[src/pkg/hs_port_pkg.sv]
package hs_port_pkg;
    localparam int unsigned DATA_W     = 8;
    localparam int unsigned FIFO_DEPTH = 32;
    localparam logic [15:0] PORT0_ADDR = 16'h1c00;
    localparam logic [15:0] PORT1_ADDR = 16'h1c01;
    localparam logic [15:0] PORT2_ADDR = 16'h1c02;
    // Handshake bit positions on port two.
    localparam int unsigned B_HANDSHAKE_IRQ_A = 3;
    localparam int unsigned B_STB_A  = 4;
    localparam int unsigned B_IBF_A  = 5;
    localparam int unsigned B_ACK_A  = 6;
    localparam int unsigned B_OBF_A  = 7;
    localparam int unsigned B_HANDSHAKE_IRQ_B = 0;
    localparam int unsigned B_BUF_B  = 1;
    localparam int unsigned B_STB_B  = 2;
    localparam int unsigned B_LOW3   = 3;
    // Group mode codes.
    localparam logic [3:0] MODE_OUT_OUT = 4'h0;
    localparam logic [3:0] MODE_OUT_IN  = 4'h1;
    localparam logic [3:0] MODE_IN_OUT  = 4'h2;
    localparam logic [3:0] MODE_IN_IN   = 4'h3;
    localparam logic [3:0] MODE_HSO_OUT = 4'h4;
    localparam logic [3:0] MODE_HSO_IN  = 4'h5;
    localparam logic [3:0] MODE_HSI_OUT = 4'h6;
    localparam logic [3:0] MODE_HSI_IN  = 4'h7;
    localparam logic [3:0] MODE_BIDIR   = 4'h8;
    localparam logic [7:0] MASK_UPPER = 8'hf0;
    localparam logic [7:0] MASK_LOWER = 8'h0f;
    localparam logic [7:0] MASK_GATES = 8'h54;
    localparam logic [7:0] ZERO_BYTE  = 8'h00;
    localparam logic [7:0] ONES_BYTE  = 8'hff;

    typedef enum logic [2:0] {
        PORT_READ_CMD,
        PORT_WRITE_CMD,
        PORT_CONFIGURE_CMD,
        SINGLE_BIT_SET_CMD,
        SINGLE_BIT_CLEAR_CMD
    } cmd_op_type;

    typedef struct packed {
        cmd_op_type  op;
        logic [15:0] addr;
        logic [7:0]  data;
    } cmd_type;

    typedef struct packed {
        logic [7:0] p0;
        logic [7:0] p1;
        logic [7:0] p2;
    } pins_type;
endpackage

[src/handshake_parallel_port_ctrl.sv]
`timescale 1ns/100ps
module byte_fifo #(
    parameter int unsigned WIDTH = 8,
    parameter int unsigned DEPTH = 32
) (
    input  wire logic             clk,       // System clock.
    input  wire logic             rst_n,     // Synchronised reset.
    input  wire logic             in_valid,  // Push request.
    output logic                  in_ready,  // Room available.
    input  wire logic [WIDTH-1:0] in_data,   // Push data.
    output logic                  out_valid, // Data available.
    input  wire logic             out_ready, // Pop request.
    output logic [WIDTH-1:0]      out_data   // Head data.
);
    localparam int unsigned AW = $clog2(DEPTH);
    typedef struct packed {
        logic [DEPTH-1:0][WIDTH-1:0] mem;
        logic [AW-1:0]               wr;
        logic [AW-1:0]               rd;
        logic [AW:0]                 cnt;
    } fifo_state_type;
    fifo_state_type s;
    fifo_state_type next_s;
    logic           push;
    logic           pop;

    assign in_ready  = s.cnt != (AW+1)'(DEPTH);
    assign out_valid = s.cnt != '0;
    assign out_data  = s.mem[s.rd];
    assign push      = in_valid && in_ready;
    assign pop       = out_valid && out_ready;

    always_comb begin
        next_s = s;
        if (push) begin
            next_s.mem[s.wr] = in_data;
            next_s.wr        = AW'(s.wr + 1'b1);
        end
        if (pop) begin
            next_s.rd = AW'(s.rd + 1'b1);
        end
        next_s.cnt = (AW+1)'(s.cnt + push - pop);
    end

    always_ff @(posedge clk or negedge rst_n) begin
        if (!rst_n) begin
            s <= '0;
        end else begin
            s <= next_s;
        end
    end
endmodule

module handshake_parallel_port_ctrl (
    input  wire logic                clk_sys_i,     // System clock, 100 MHz.
    input  wire logic                arst_n_i,      // Asynchronous reset, active low.
    input  wire logic                cmd_valid_i,   // Command strobe, one cycle.
    input  wire hs_port_pkg::cmd_type cmd_i,        // Command word.
    output logic [7:0]               rd_data_o,     // Read answer.
    output logic                     rd_valid_o,    // Read answer strobe.
    input  wire hs_port_pkg::pins_type pins_i,      // Pin levels in.
    output hs_port_pkg::pins_type    pins_o,        // Pin levels out.
    output hs_port_pkg::pins_type    pins_oe_n_o    // Pin drive enables, low drives.
);
    typedef struct packed {
        logic [3:0]            amode;
        logic [3:0]            bmode;
        logic [7:0]            lat0;
        logic [7:0]            lat1;
        logic [7:0]            lat2;
        logic [7:0]            in1;
        logic                  in1_full;
        logic                  obf0_n;
        logic                  obf1_n;
        logic                  irq0;
        logic                  irq1;
        hs_port_pkg::pins_type prev;
        hs_port_pkg::pins_type po;
        hs_port_pkg::pins_type poe_n;
        logic [7:0]            rdata;
        logic                  rvalid;
    } state_type;

    state_type  s;
    state_type  next_s;
    logic [1:0] rst_sync;
    logic       rst_n;
    logic       a_hso;
    logic       a_hsi;
    logic       b_hso;
    logic       b_hsi;
    logic       stb0_fall;
    logic       ack0_fall;
    logic       stb1_fall;
    logic       ack1_fall;
    logic       fifo_ready;
    logic       fifo_valid;
    logic       fifo_pop;
    logic [7:0] fifo_data;
    logic       wr0;
    logic       rd0;
    logic [7:0] drv2;

    // Bits of port two driven by the device in the given mode pair.
    function automatic logic [7:0] p2_drive(input logic [3:0] am, input logic [3:0] bm);
        logic [7:0] m;
        m = hs_port_pkg::ZERO_BYTE;
        unique case (am)
            hs_port_pkg::MODE_OUT_OUT, hs_port_pkg::MODE_IN_OUT: m = hs_port_pkg::MASK_UPPER;
            hs_port_pkg::MODE_HSO_OUT: m = 8'h00b8;
            hs_port_pkg::MODE_HSO_IN:  m = 8'h0088;
            hs_port_pkg::MODE_HSI_OUT: m = 8'h00e8;
            hs_port_pkg::MODE_HSI_IN, hs_port_pkg::MODE_BIDIR: m = 8'h0028;
            default: m = hs_port_pkg::ZERO_BYTE;
        endcase
        unique case (bm)
            hs_port_pkg::MODE_OUT_OUT, hs_port_pkg::MODE_IN_OUT: begin
                m[2:0] = 3'h7;
                if (am < hs_port_pkg::MODE_HSO_OUT) begin
                    m[hs_port_pkg::B_LOW3] = 1'b1;
                end
            end
            hs_port_pkg::MODE_HSO_OUT, hs_port_pkg::MODE_HSI_OUT: m[1:0] = 2'h3;
            default: m = m;
        endcase
        return m;
    endfunction

    // Whether a port data byte is driven in the given group mode.
    function automatic logic port_out(input logic [3:0] md, input logic grp_a);
        return md == hs_port_pkg::MODE_OUT_OUT || md == hs_port_pkg::MODE_OUT_IN ||
               md == hs_port_pkg::MODE_HSO_OUT || (grp_a && md == hs_port_pkg::MODE_HSO_IN);
    endfunction

    always_ff @(posedge clk_sys_i or negedge arst_n_i) begin
        if (!arst_n_i) begin
            rst_sync <= 2'h0;
        end else begin
            rst_sync <= {rst_sync[0], 1'b1};
        end
    end
    assign rst_n = rst_sync[1];

    assign a_hso = s.amode == hs_port_pkg::MODE_HSO_OUT || s.amode == hs_port_pkg::MODE_HSO_IN;
    assign a_hsi = s.amode == hs_port_pkg::MODE_HSI_OUT || s.amode == hs_port_pkg::MODE_HSI_IN ||
                   s.amode == hs_port_pkg::MODE_BIDIR;
    assign b_hso = s.bmode == hs_port_pkg::MODE_HSO_OUT;
    assign b_hsi = s.bmode == hs_port_pkg::MODE_HSI_OUT;
    assign stb0_fall = a_hsi && s.prev.p2[hs_port_pkg::B_STB_A] && !pins_i.p2[hs_port_pkg::B_STB_A];
    assign ack0_fall = a_hso && s.prev.p2[hs_port_pkg::B_ACK_A] && !pins_i.p2[hs_port_pkg::B_ACK_A];
    assign stb1_fall = b_hsi && s.prev.p2[hs_port_pkg::B_STB_B] && !pins_i.p2[hs_port_pkg::B_STB_B];
    assign ack1_fall = b_hso && s.prev.p2[hs_port_pkg::B_STB_B] && !pins_i.p2[hs_port_pkg::B_STB_B];
    assign wr0 = cmd_valid_i && cmd_i.op == hs_port_pkg::PORT_WRITE_CMD && cmd_i.addr == hs_port_pkg::PORT0_ADDR;
    assign rd0 = cmd_valid_i && cmd_i.op == hs_port_pkg::PORT_READ_CMD && cmd_i.addr == hs_port_pkg::PORT0_ADDR;
    assign fifo_pop = rd0 && a_hsi;
    assign drv2 = p2_drive(s.amode, s.bmode);

    // Port zero input data queue; the peripheral sees it full as input buffer full.
    byte_fifo #(
        .WIDTH (hs_port_pkg::DATA_W),
        .DEPTH (hs_port_pkg::FIFO_DEPTH)
    ) u_in0_fifo (
        .clk       (clk_sys_i),
        .rst_n     (rst_n),
        .in_valid  (stb0_fall),
        .in_ready  (fifo_ready),
        .in_data   (pins_i.p0),
        .out_valid (fifo_valid),
        .out_ready (fifo_pop),
        .out_data  (fifo_data)
    );

    always_comb begin
        next_s        = s;
        next_s.rvalid = 1'b0;
        next_s.prev   = pins_i;
        if (cmd_valid_i) begin
            unique case (cmd_i.op)
                hs_port_pkg::PORT_CONFIGURE_CMD: begin
                    next_s.amode = cmd_i.data[3:0];
                    next_s.bmode = cmd_i.data[7:4];
                    next_s.lat2  = s.lat2 & ~hs_port_pkg::MASK_GATES;
                end
                hs_port_pkg::SINGLE_BIT_SET_CMD: next_s.lat2[cmd_i.data[2:0]] = 1'b1;
                hs_port_pkg::SINGLE_BIT_CLEAR_CMD: next_s.lat2[cmd_i.data[2:0]] = 1'b0;
                hs_port_pkg::PORT_WRITE_CMD: begin
                    if (cmd_i.addr == hs_port_pkg::PORT0_ADDR && port_out(s.amode, 1'b1)) begin
                        next_s.lat0 = cmd_i.data;
                        if (a_hso) begin
                            next_s.obf0_n = 1'b0;
                            next_s.irq0   = 1'b0;
                        end
                    end
                    if (cmd_i.addr == hs_port_pkg::PORT1_ADDR && port_out(s.bmode, 1'b0)) begin
                        next_s.lat1 = cmd_i.data;
                        if (b_hso) begin
                            next_s.obf1_n = 1'b0;
                            next_s.irq1   = 1'b0;
                        end
                    end
                    if (cmd_i.addr == hs_port_pkg::PORT2_ADDR) begin
                        next_s.lat2[3:0] = cmd_i.data[3:0];
                    end
                end
                hs_port_pkg::PORT_READ_CMD: begin
                    next_s.rvalid = 1'b1;
                    unique case (cmd_i.addr)
                        hs_port_pkg::PORT0_ADDR: begin
                            if (a_hsi) begin
                                next_s.rdata = fifo_data;
                                next_s.irq0  = !fifo_valid ? s.irq0 : 1'b0;
                            end else if (port_out(s.amode, 1'b1)) begin
                                next_s.rdata = s.lat0;
                            end else begin
                                next_s.rdata = pins_i.p0;
                            end
                        end
                        hs_port_pkg::PORT1_ADDR: begin
                            if (b_hsi) begin
                                next_s.rdata    = s.in1;
                                next_s.in1_full = 1'b0;
                                next_s.irq1     = 1'b0;
                            end else if (port_out(s.bmode, 1'b0)) begin
                                next_s.rdata = s.lat1;
                            end else begin
                                next_s.rdata = pins_i.p1;
                            end
                        end
                        hs_port_pkg::PORT2_ADDR: next_s.rdata = (s.lat2 & drv2) | (pins_i.p2 & ~drv2);
                        default: next_s.rdata = hs_port_pkg::ZERO_BYTE;
                    endcase
                end
                default: next_s = next_s;
            endcase
        end
        // Hardware events are applied last so they win over a same-cycle clear.
        if (stb0_fall && fifo_ready) begin
            next_s.irq0 = 1'b1;
        end
        if (ack0_fall) begin
            next_s.obf0_n = 1'b1;
            next_s.irq0   = 1'b1;
        end
        if (stb1_fall && !s.in1_full) begin
            next_s.in1      = pins_i.p1;
            next_s.in1_full = 1'b1;
            next_s.irq1     = 1'b1;
        end
        if (ack1_fall) begin
            next_s.obf1_n = 1'b1;
            next_s.irq1   = 1'b1;
        end
        // Pin drivers are built from the present state, one cycle behind it.
        next_s.po.p0    = s.lat0;
        next_s.po.p1    = s.lat1;
        next_s.poe_n.p0 = port_out(s.amode, 1'b1) ? hs_port_pkg::ZERO_BYTE : hs_port_pkg::ONES_BYTE;
        next_s.poe_n.p1 = port_out(s.bmode, 1'b0) ? hs_port_pkg::ZERO_BYTE : hs_port_pkg::ONES_BYTE;
        next_s.poe_n.p2 = ~drv2;
        next_s.po.p2    = s.lat2;
        if (a_hso) begin
            next_s.po.p2[hs_port_pkg::B_OBF_A]  = s.obf0_n;
            next_s.po.p2[hs_port_pkg::B_HANDSHAKE_IRQ_A] = s.irq0 && s.lat2[hs_port_pkg::B_ACK_A];
        end
        if (a_hsi) begin
            next_s.po.p2[hs_port_pkg::B_IBF_A]  = !fifo_ready;
            next_s.po.p2[hs_port_pkg::B_HANDSHAKE_IRQ_A] = s.irq0 && s.lat2[hs_port_pkg::B_STB_A];
        end
        if (b_hso || b_hsi) begin
            next_s.po.p2[hs_port_pkg::B_BUF_B]  = b_hso ? s.obf1_n : s.in1_full;
            next_s.po.p2[hs_port_pkg::B_HANDSHAKE_IRQ_B] = s.irq1 && s.lat2[hs_port_pkg::B_STB_B];
        end
    end

    always_ff @(posedge clk_sys_i or negedge rst_n) begin
        if (!rst_n) begin
            s          <= '0;
            s.amode    <= hs_port_pkg::MODE_IN_IN;
            s.bmode    <= hs_port_pkg::MODE_IN_IN;
            s.obf0_n   <= 1'b1;
            s.obf1_n   <= 1'b1;
            s.poe_n    <= '1;
            s.prev     <= '1;
        end else begin
            s <= next_s;
        end
    end

    assign rd_data_o   = s.rdata;
    assign rd_valid_o  = s.rvalid;
    assign pins_o      = s.po;
    assign pins_oe_n_o = s.poe_n;
endmodule

[config.mk]
export PLATFORM = sky130hd
export DESIGN_NAME = handshake_parallel_port_ctrl
export DESIGN_NICKNAME = d
export VERILOG_FILES = /design/src/pkg/hs_port_pkg.sv /design/src/handshake_parallel_port_ctrl.sv
export SDC_FILE = /design/constraint.sdc
export NUM_CORES = 1
export LEC_CHECK = 0
export ABC_AREA = 1
export BUFFER_PORTS_ARGS = -buffer_cell sky130_fd_sc_hd__buf_2
export CAP_MARGIN = 15
export CORE_MARGIN = 2
export CORE_UTILIZATION = 35
export DETAILED_ROUTE_END_ITERATION = 10
export PLACE_DENSITY_LB_ADDON = 0.2
export SYNTH_ARGS = -nofsm -noshare
export SYNTH_HDL_FRONTEND = slang
export SYNTH_HIERARCHICAL = 1
export SYNTH_SLANG_ARGS = --single-unit
export TNS_END_PERCENT = 20
[constraint.sdc]
create_clock -name clk_sys_i -period 10.1 [get_ports clk_sys_i]
set_input_delay 1.01 -clock clk_sys_i [delete_from_list [all_inputs] [get_ports clk_sys_i]]
set_output_delay 1.01 -clock clk_sys_i [all_outputs]
set_load 0.05 [all_outputs]
; ---- Word-level counts from Yosys, hierarchy flattened
; Index checks and enable logic that the tools add are counted.
[word_totals]
ff_bits = 383
out_inout_bits = 57
[classes]
add_sub_neg = 4
order_cmp = 6
eq_ne = 29
muxes = 48
n_bitwise = 8
reduce_logical = 76
[op_table]
columns = cell, count
row1 = $bwmux 256, 1
row2 = $mux 86, 1
row3 = $mux 8, 8
row4 = $eq 16x13->1 const B, 3
row5 = $bmux 8 s5, 1
row6 = $demux 8 s5, 1
row7 = $pmux 8 s5, 1
row8 = $reduce_bool 2->1, 13
row9 = $and 8x8->8, 3
row10 = $eq 4x3->1 const B, 6
row11 = $ne 4x3->1 const B, 6
row12 = $pmux 8 s3, 1
row13 = $mux 1, 23
row14 = $logic_and 1x1->1, 21
row15 = $mux 9, 2
row16 = $not 8->8, 2
row17 = $or 8x8->8, 2
row18 = $pmux 4 s4, 1
row19 = $reduce_and 4->1, 4
row20 = $lt 5x6->1 const B, 2
row21 = $ne 4x2->1 const B, 3
row22 = $pmux 4 s3, 1
row23 = $reduce_and 3->1, 4
row24 = $reduce_bool 3->1, 4
row25 = 31 further kinds, 57

; ---- Depth between registers and ports, before layout
[depth]
word_depth = 13
depth_mapped = 17

; ---- By module
; The synthesis kept the hierarchy.
[by_module_without_submodules]
columns = mod, n_inst, cells_per_inst, area_per_inst_um2, seq_area_each_um2
row1 = byte_fifo, 1, 1706, 13118.8, 6806.5
row2 = handshake_parallel_port_ctrl, 1, 645, 4976.0, 2324.7

; ---- Worst setup path before layout
; No wires, ideal clock.
[synth_path]
path_kind = input to register
startpoint = input cmd_i[26] (netlist bit)
endpoint = register u_in0_fifo/s[4] (netlist bit)
setup_ps = 128
arrival_ps = 3292
required_ps = 9972
slack_ps = 6681
cell_stages = 17
path_buffers = 1
path_cell_list = nor2_2 inv_2 nor2_1 nand2_1 inv_1 buf_4 and3_1 nand2_1 inv_1 ha_1 inv_1 ha_1 inv_1 fa_1 o21ai_0 a21oi_1 xor2_1
[synth_rtl]
columns = item, line
row1 = "start, declared", handshake_parallel_port_ctrl.sv:58  ; input wire hs_port_pkg::cmd_type cmd_i,
row2 = "end signal, assigned", handshake_parallel_port_ctrl.sv:49  ; s <= next_s;
row3 = "end, declared", handshake_parallel_port_ctrl.sv:22  ; fifo_state_type s;

; ---- Final worst setup path
[layout_path]
startpoint = register u_in0_fifo/s[6] (netlist bit)
endpoint = register s, in the netlist rd_data_o[4]
[layout_between]
elab_chain_cells = 4
[layout_rtl]
columns = item, line
row1 = $bmux 8 s5, handshake_parallel_port_ctrl.sv:29  ; assign out_data = s.mem[s.rd];
row2 = $mux 8 (not written as such), handshake_parallel_port_ctrl.sv:29
row3 = via fifo_data[4], handshake_parallel_port_ctrl.sv:99  ; logic [7:0] fifo_data;
row4 = $mux 8, handshake_parallel_port_ctrl.sv:209  ; if (a_hsi) begin
row5 = $pmux 8 s3, handshake_parallel_port_ctrl.sv:207  ; unique case (cmd_i.addr)
row6 = "end signal, assigned", handshake_parallel_port_ctrl.sv:284  ; s <= next_s;
row7 = "end, declared", handshake_parallel_port_ctrl.sv:84  ; state_type s;
; The timed path passes the listed nets, and every way through them passes these cells. The select of a mux whose other input is x is not followed.
; A chain may end at the register's enable or synchronous reset.

==> results.md <==
* Status: completed
* Reg2reg setup slack at 6.08 ns
* Post-placement cell count at 2985
* Die Height at roughly 230 µm
* Clk_lat worst skew at 0.57 ns
* Setup bufs post-CTS at 0
* Area Overhead vs Synth at 10.9%
* Global-route wire length before repair at 82000 µm
* Synthesized area at 0.0181 mm²
* FF-to-FF path depth at 16
* CP endpoint: rd_data_o[4]
* Layout cells sized above 1 at 0.110
* Startpoint Class: flip-flop
* Top FF cell, synth: dfrtp_1
* # DRC at 0
* Drt pass-1 iters at 5
* Synth Register Bits at ~360
* Crit path DAT at 4.49 ns
* Slew Viols, Final at 0
* Mean number of vias per cell at 4.83
* Setup CP Type: flip-flop to flip-flop
* Clock sinks at ~360
* Core area at 0.0512 mm²
* Post-synthesis sequential area ratio at 0.505
* Slew @ Worst Pin at 1.02 ns
* Reg clk slew, reported paths at 0.06 ns
* Buffers on Ports at 110
* Post-detail-place hpwl at 33200 µm
* Worst EP required at 10.57 ns
* Routed WL per cell at 16.9 µm
* Overall power at 4060 µW
* Die Footprint at 0.0535 mm²
* DRT Wirelength at about 52000 µm
* Worst slew margin relative to its limit at 0.319
* PwrDens at 202 mW/mm²
* Crit path time final at 4.02 ns
* Initial antenna violation count at 0
* HP Class: input pin to async pin
* Register area at 0.00914 mm²
* Vias in the first global route at 14000
* Post-synth ARST share at 1.00
* CP Capture Type: flip-flop
* CTS Hold Buffers Added at 0
* Setup violations, final at 0
* Skew final at 0.0157 ns
* # rows at 83
* # IOs at 111
* CTS resizes at 0
* Critical R2R Launch: u_in0_fifo/s[6]
* Starting density of the core at 0.353
* Synthesized Nets at 2420
* NumNets Final at around 2400
* Number of synthesized flops with an enable pin at 0
* Distinct cells, synth at 48
* Final hold vios at 0
* RePlAce Congestion at 0.880
* Pin count of the biggest net entering global routing at 87
* Setup tns final at 0 ns
* Final period util at 0.398
* Max VDD drop at ~0.00011 V
* Leak at 0.00980 µW
* CP Max Fanout at 86
* Multi-input gate area at around 0.0071 mm²
* R2r endpoint: rd_data_o[4]
* Worst-case clock buffer depth at 3
* Vias at 14800
* Ys Warns at 6
* Hold WS at 0.226 ns
* RSZ-0062 raised after global routing: false
* Syn avg cell area at between 7 and 8 µm²
* Crit. Startpoint: u_in0_fifo/s[6]
* Gr ovfl total at 0
* Tot GR Track Use at 0.196
* Clock root cell: clkbuf_16
* Fmax achieved at 249 MHz
* CTS tree: built
* Mapped Cells at 2351
* Ant diodes at 0
* Max cap viols at 0
* Routed Antenna Nets at 0
* Iter 0 DRT Violations at 1327
* H-tree depth at 2
* Layout Cells excl Fill at about 3100
* Die width at 231 µm
* TritonCTS Buffers at 42
* Fill cell count at 5321
==> critical path, stage by stage, from the launching register on <==
cell and delay [ns]:
dfrtp_4 1.07, clkinv_2 0.84, buf_4 0.65, nand2_1 0.16, nand2_1 0.07, nand2_1 0.09, a21oi_1 0.12, nor2_1 0.13
nand2_1 0.11, nand2_1 0.15, inv_1 0.06, nand2_1 0.07, nand2_1 0.06, nand2_1 0.05, nand2_1 0.05, nor2_1 0.11
nor2_1 0.04
==> cells by family after synthesis <==
family / after synthesis / share of synthesized area
and+or+nand+nor: 1201 / 0.274
buffers and inverters: 407 / 0.103
DFF: 364 / 0.505
AOI/OAI and AO/OA: 351 / 0.102
adders and majority gates: 15 / 0.0108
xor gates and xnor gates: 11 / 0.00532
other: 1 / 0.000207
muxes: 1 / 0.000553
==> cell usage in the layout (no fill, tap or decap), types with 2 or more instances in the layout <==
master       n
a21oi_1     28
a31oi_1      2
buf_2      110
buf_4       17
bufinv_16    3
clkbuf_1     9
clkbuf_16   43
clkbuf_8    11
clkinv_1     4
clkinv_2    11
dfrtp_1    343
dfrtp_4      2
dfstp_2     18
ha_1        14
inv_1      220
inv_2        8
nand2_1    860
nand2_2      4
nand3_1    204
nand3_2      2
nand3b_1     2
nand4_1      6
nor2_1      94
nor2_2       3
nor2_4       5
nor2_8       2
nor3_1       7
nor3_2       2
o211ai_1     9
o21ai_0    272
o21ai_1     25
o21ai_2      8
or2_2        6
xnor2_1      2
xor2_1       9
==> through the flow <==
stage,setup WS [ns],cell area (µm²),util
CTS,6.11,20100,0.392
global route,5.72,20100,0.392
finish,6.08,20100,0.392
floorplan,4.17,18100,-
global placement,6.08,18700,0.364
detailed placement,6.01,18700,0.364
==> state kept, by name, summed over array words and instances, names as in the netlist <==
name / cells
rd_valid_o: 1
next_s: 19
s: 29
pins_o: 24
pins_oe_n_o: 9
u_in0_fifo/s: 272
rst_sync: 2
rd_data_o: 8
==> layout make-up <==
class                      instances  share of cell area
clock buffer                      63              0.0629
clock inverter                    14             0.00742
inverter                         234              0.0440
multi-input combinational       1580               0.354
sequential                       364               0.456
tap                              680              0.0424
timing repair buffer             127              0.0338
==> power by group <==
group	switching [µW]	internal, µW	leakage (µW)	total [µW]
Combinational	509	219	0.00419	728
Sequential	122	1650	0.00491	1770
Clock	621	938	0.000706	1560
==> per-layer routing <==
layer | GRT usage | vias to the layer above | wire length (µm)
met5 | 0 | - | 0
met4 | 0.0665 | 0 | 1520
met3 | 0.0272 | 75 | 2590
met2 | 0.296 | 338 | 22700
met1 | 0.287 | 7049 | 24900
li1 | - | 7329 | -
==> worst min path at each step <==
| stage | start | endpoint | cells past startpoint |
|---|---|---|---|
| after floorplan | rst_sync[0] | rst_sync[1] | 0 |
| after global placement | rst_sync[0] | rst_sync[1] | 0 |
| after detailed placement | rst_sync[0] | rst_sync[1] | 0 |
| after CTS | arst_n_i | rst_sync[1] | 1 |
| after global routing | arst_n_i | rst_sync[1] | 1 |
| final | arst_n_i | rst_sync[1] | 1 |
==> synthesized netlist by cell type, drive strengths merged, types with 2 or more instances <==
cell,n,area share
nand2,865,0.18
dfrtp,346,0.48
o21ai,305,0.086
inv,231,0.048
nand3,207,0.058
buf,125,0.044
nor2,104,0.026
clkbuf,48,0.010
a21oi,29,0.0086
dfstp,18,0.026
ha,14,0.0097
nor3,9,0.0030
o211ai,9,0.0037
xor2,9,0.0044
nand4,7,0.0028
or2,6,0.0021
clkinv,3,0.00062
a31oi,2,0.00069
nand3b,2,0.00083
xnor2,2,0.00097
Note: power is estimated with default switching activity, not from simulation.
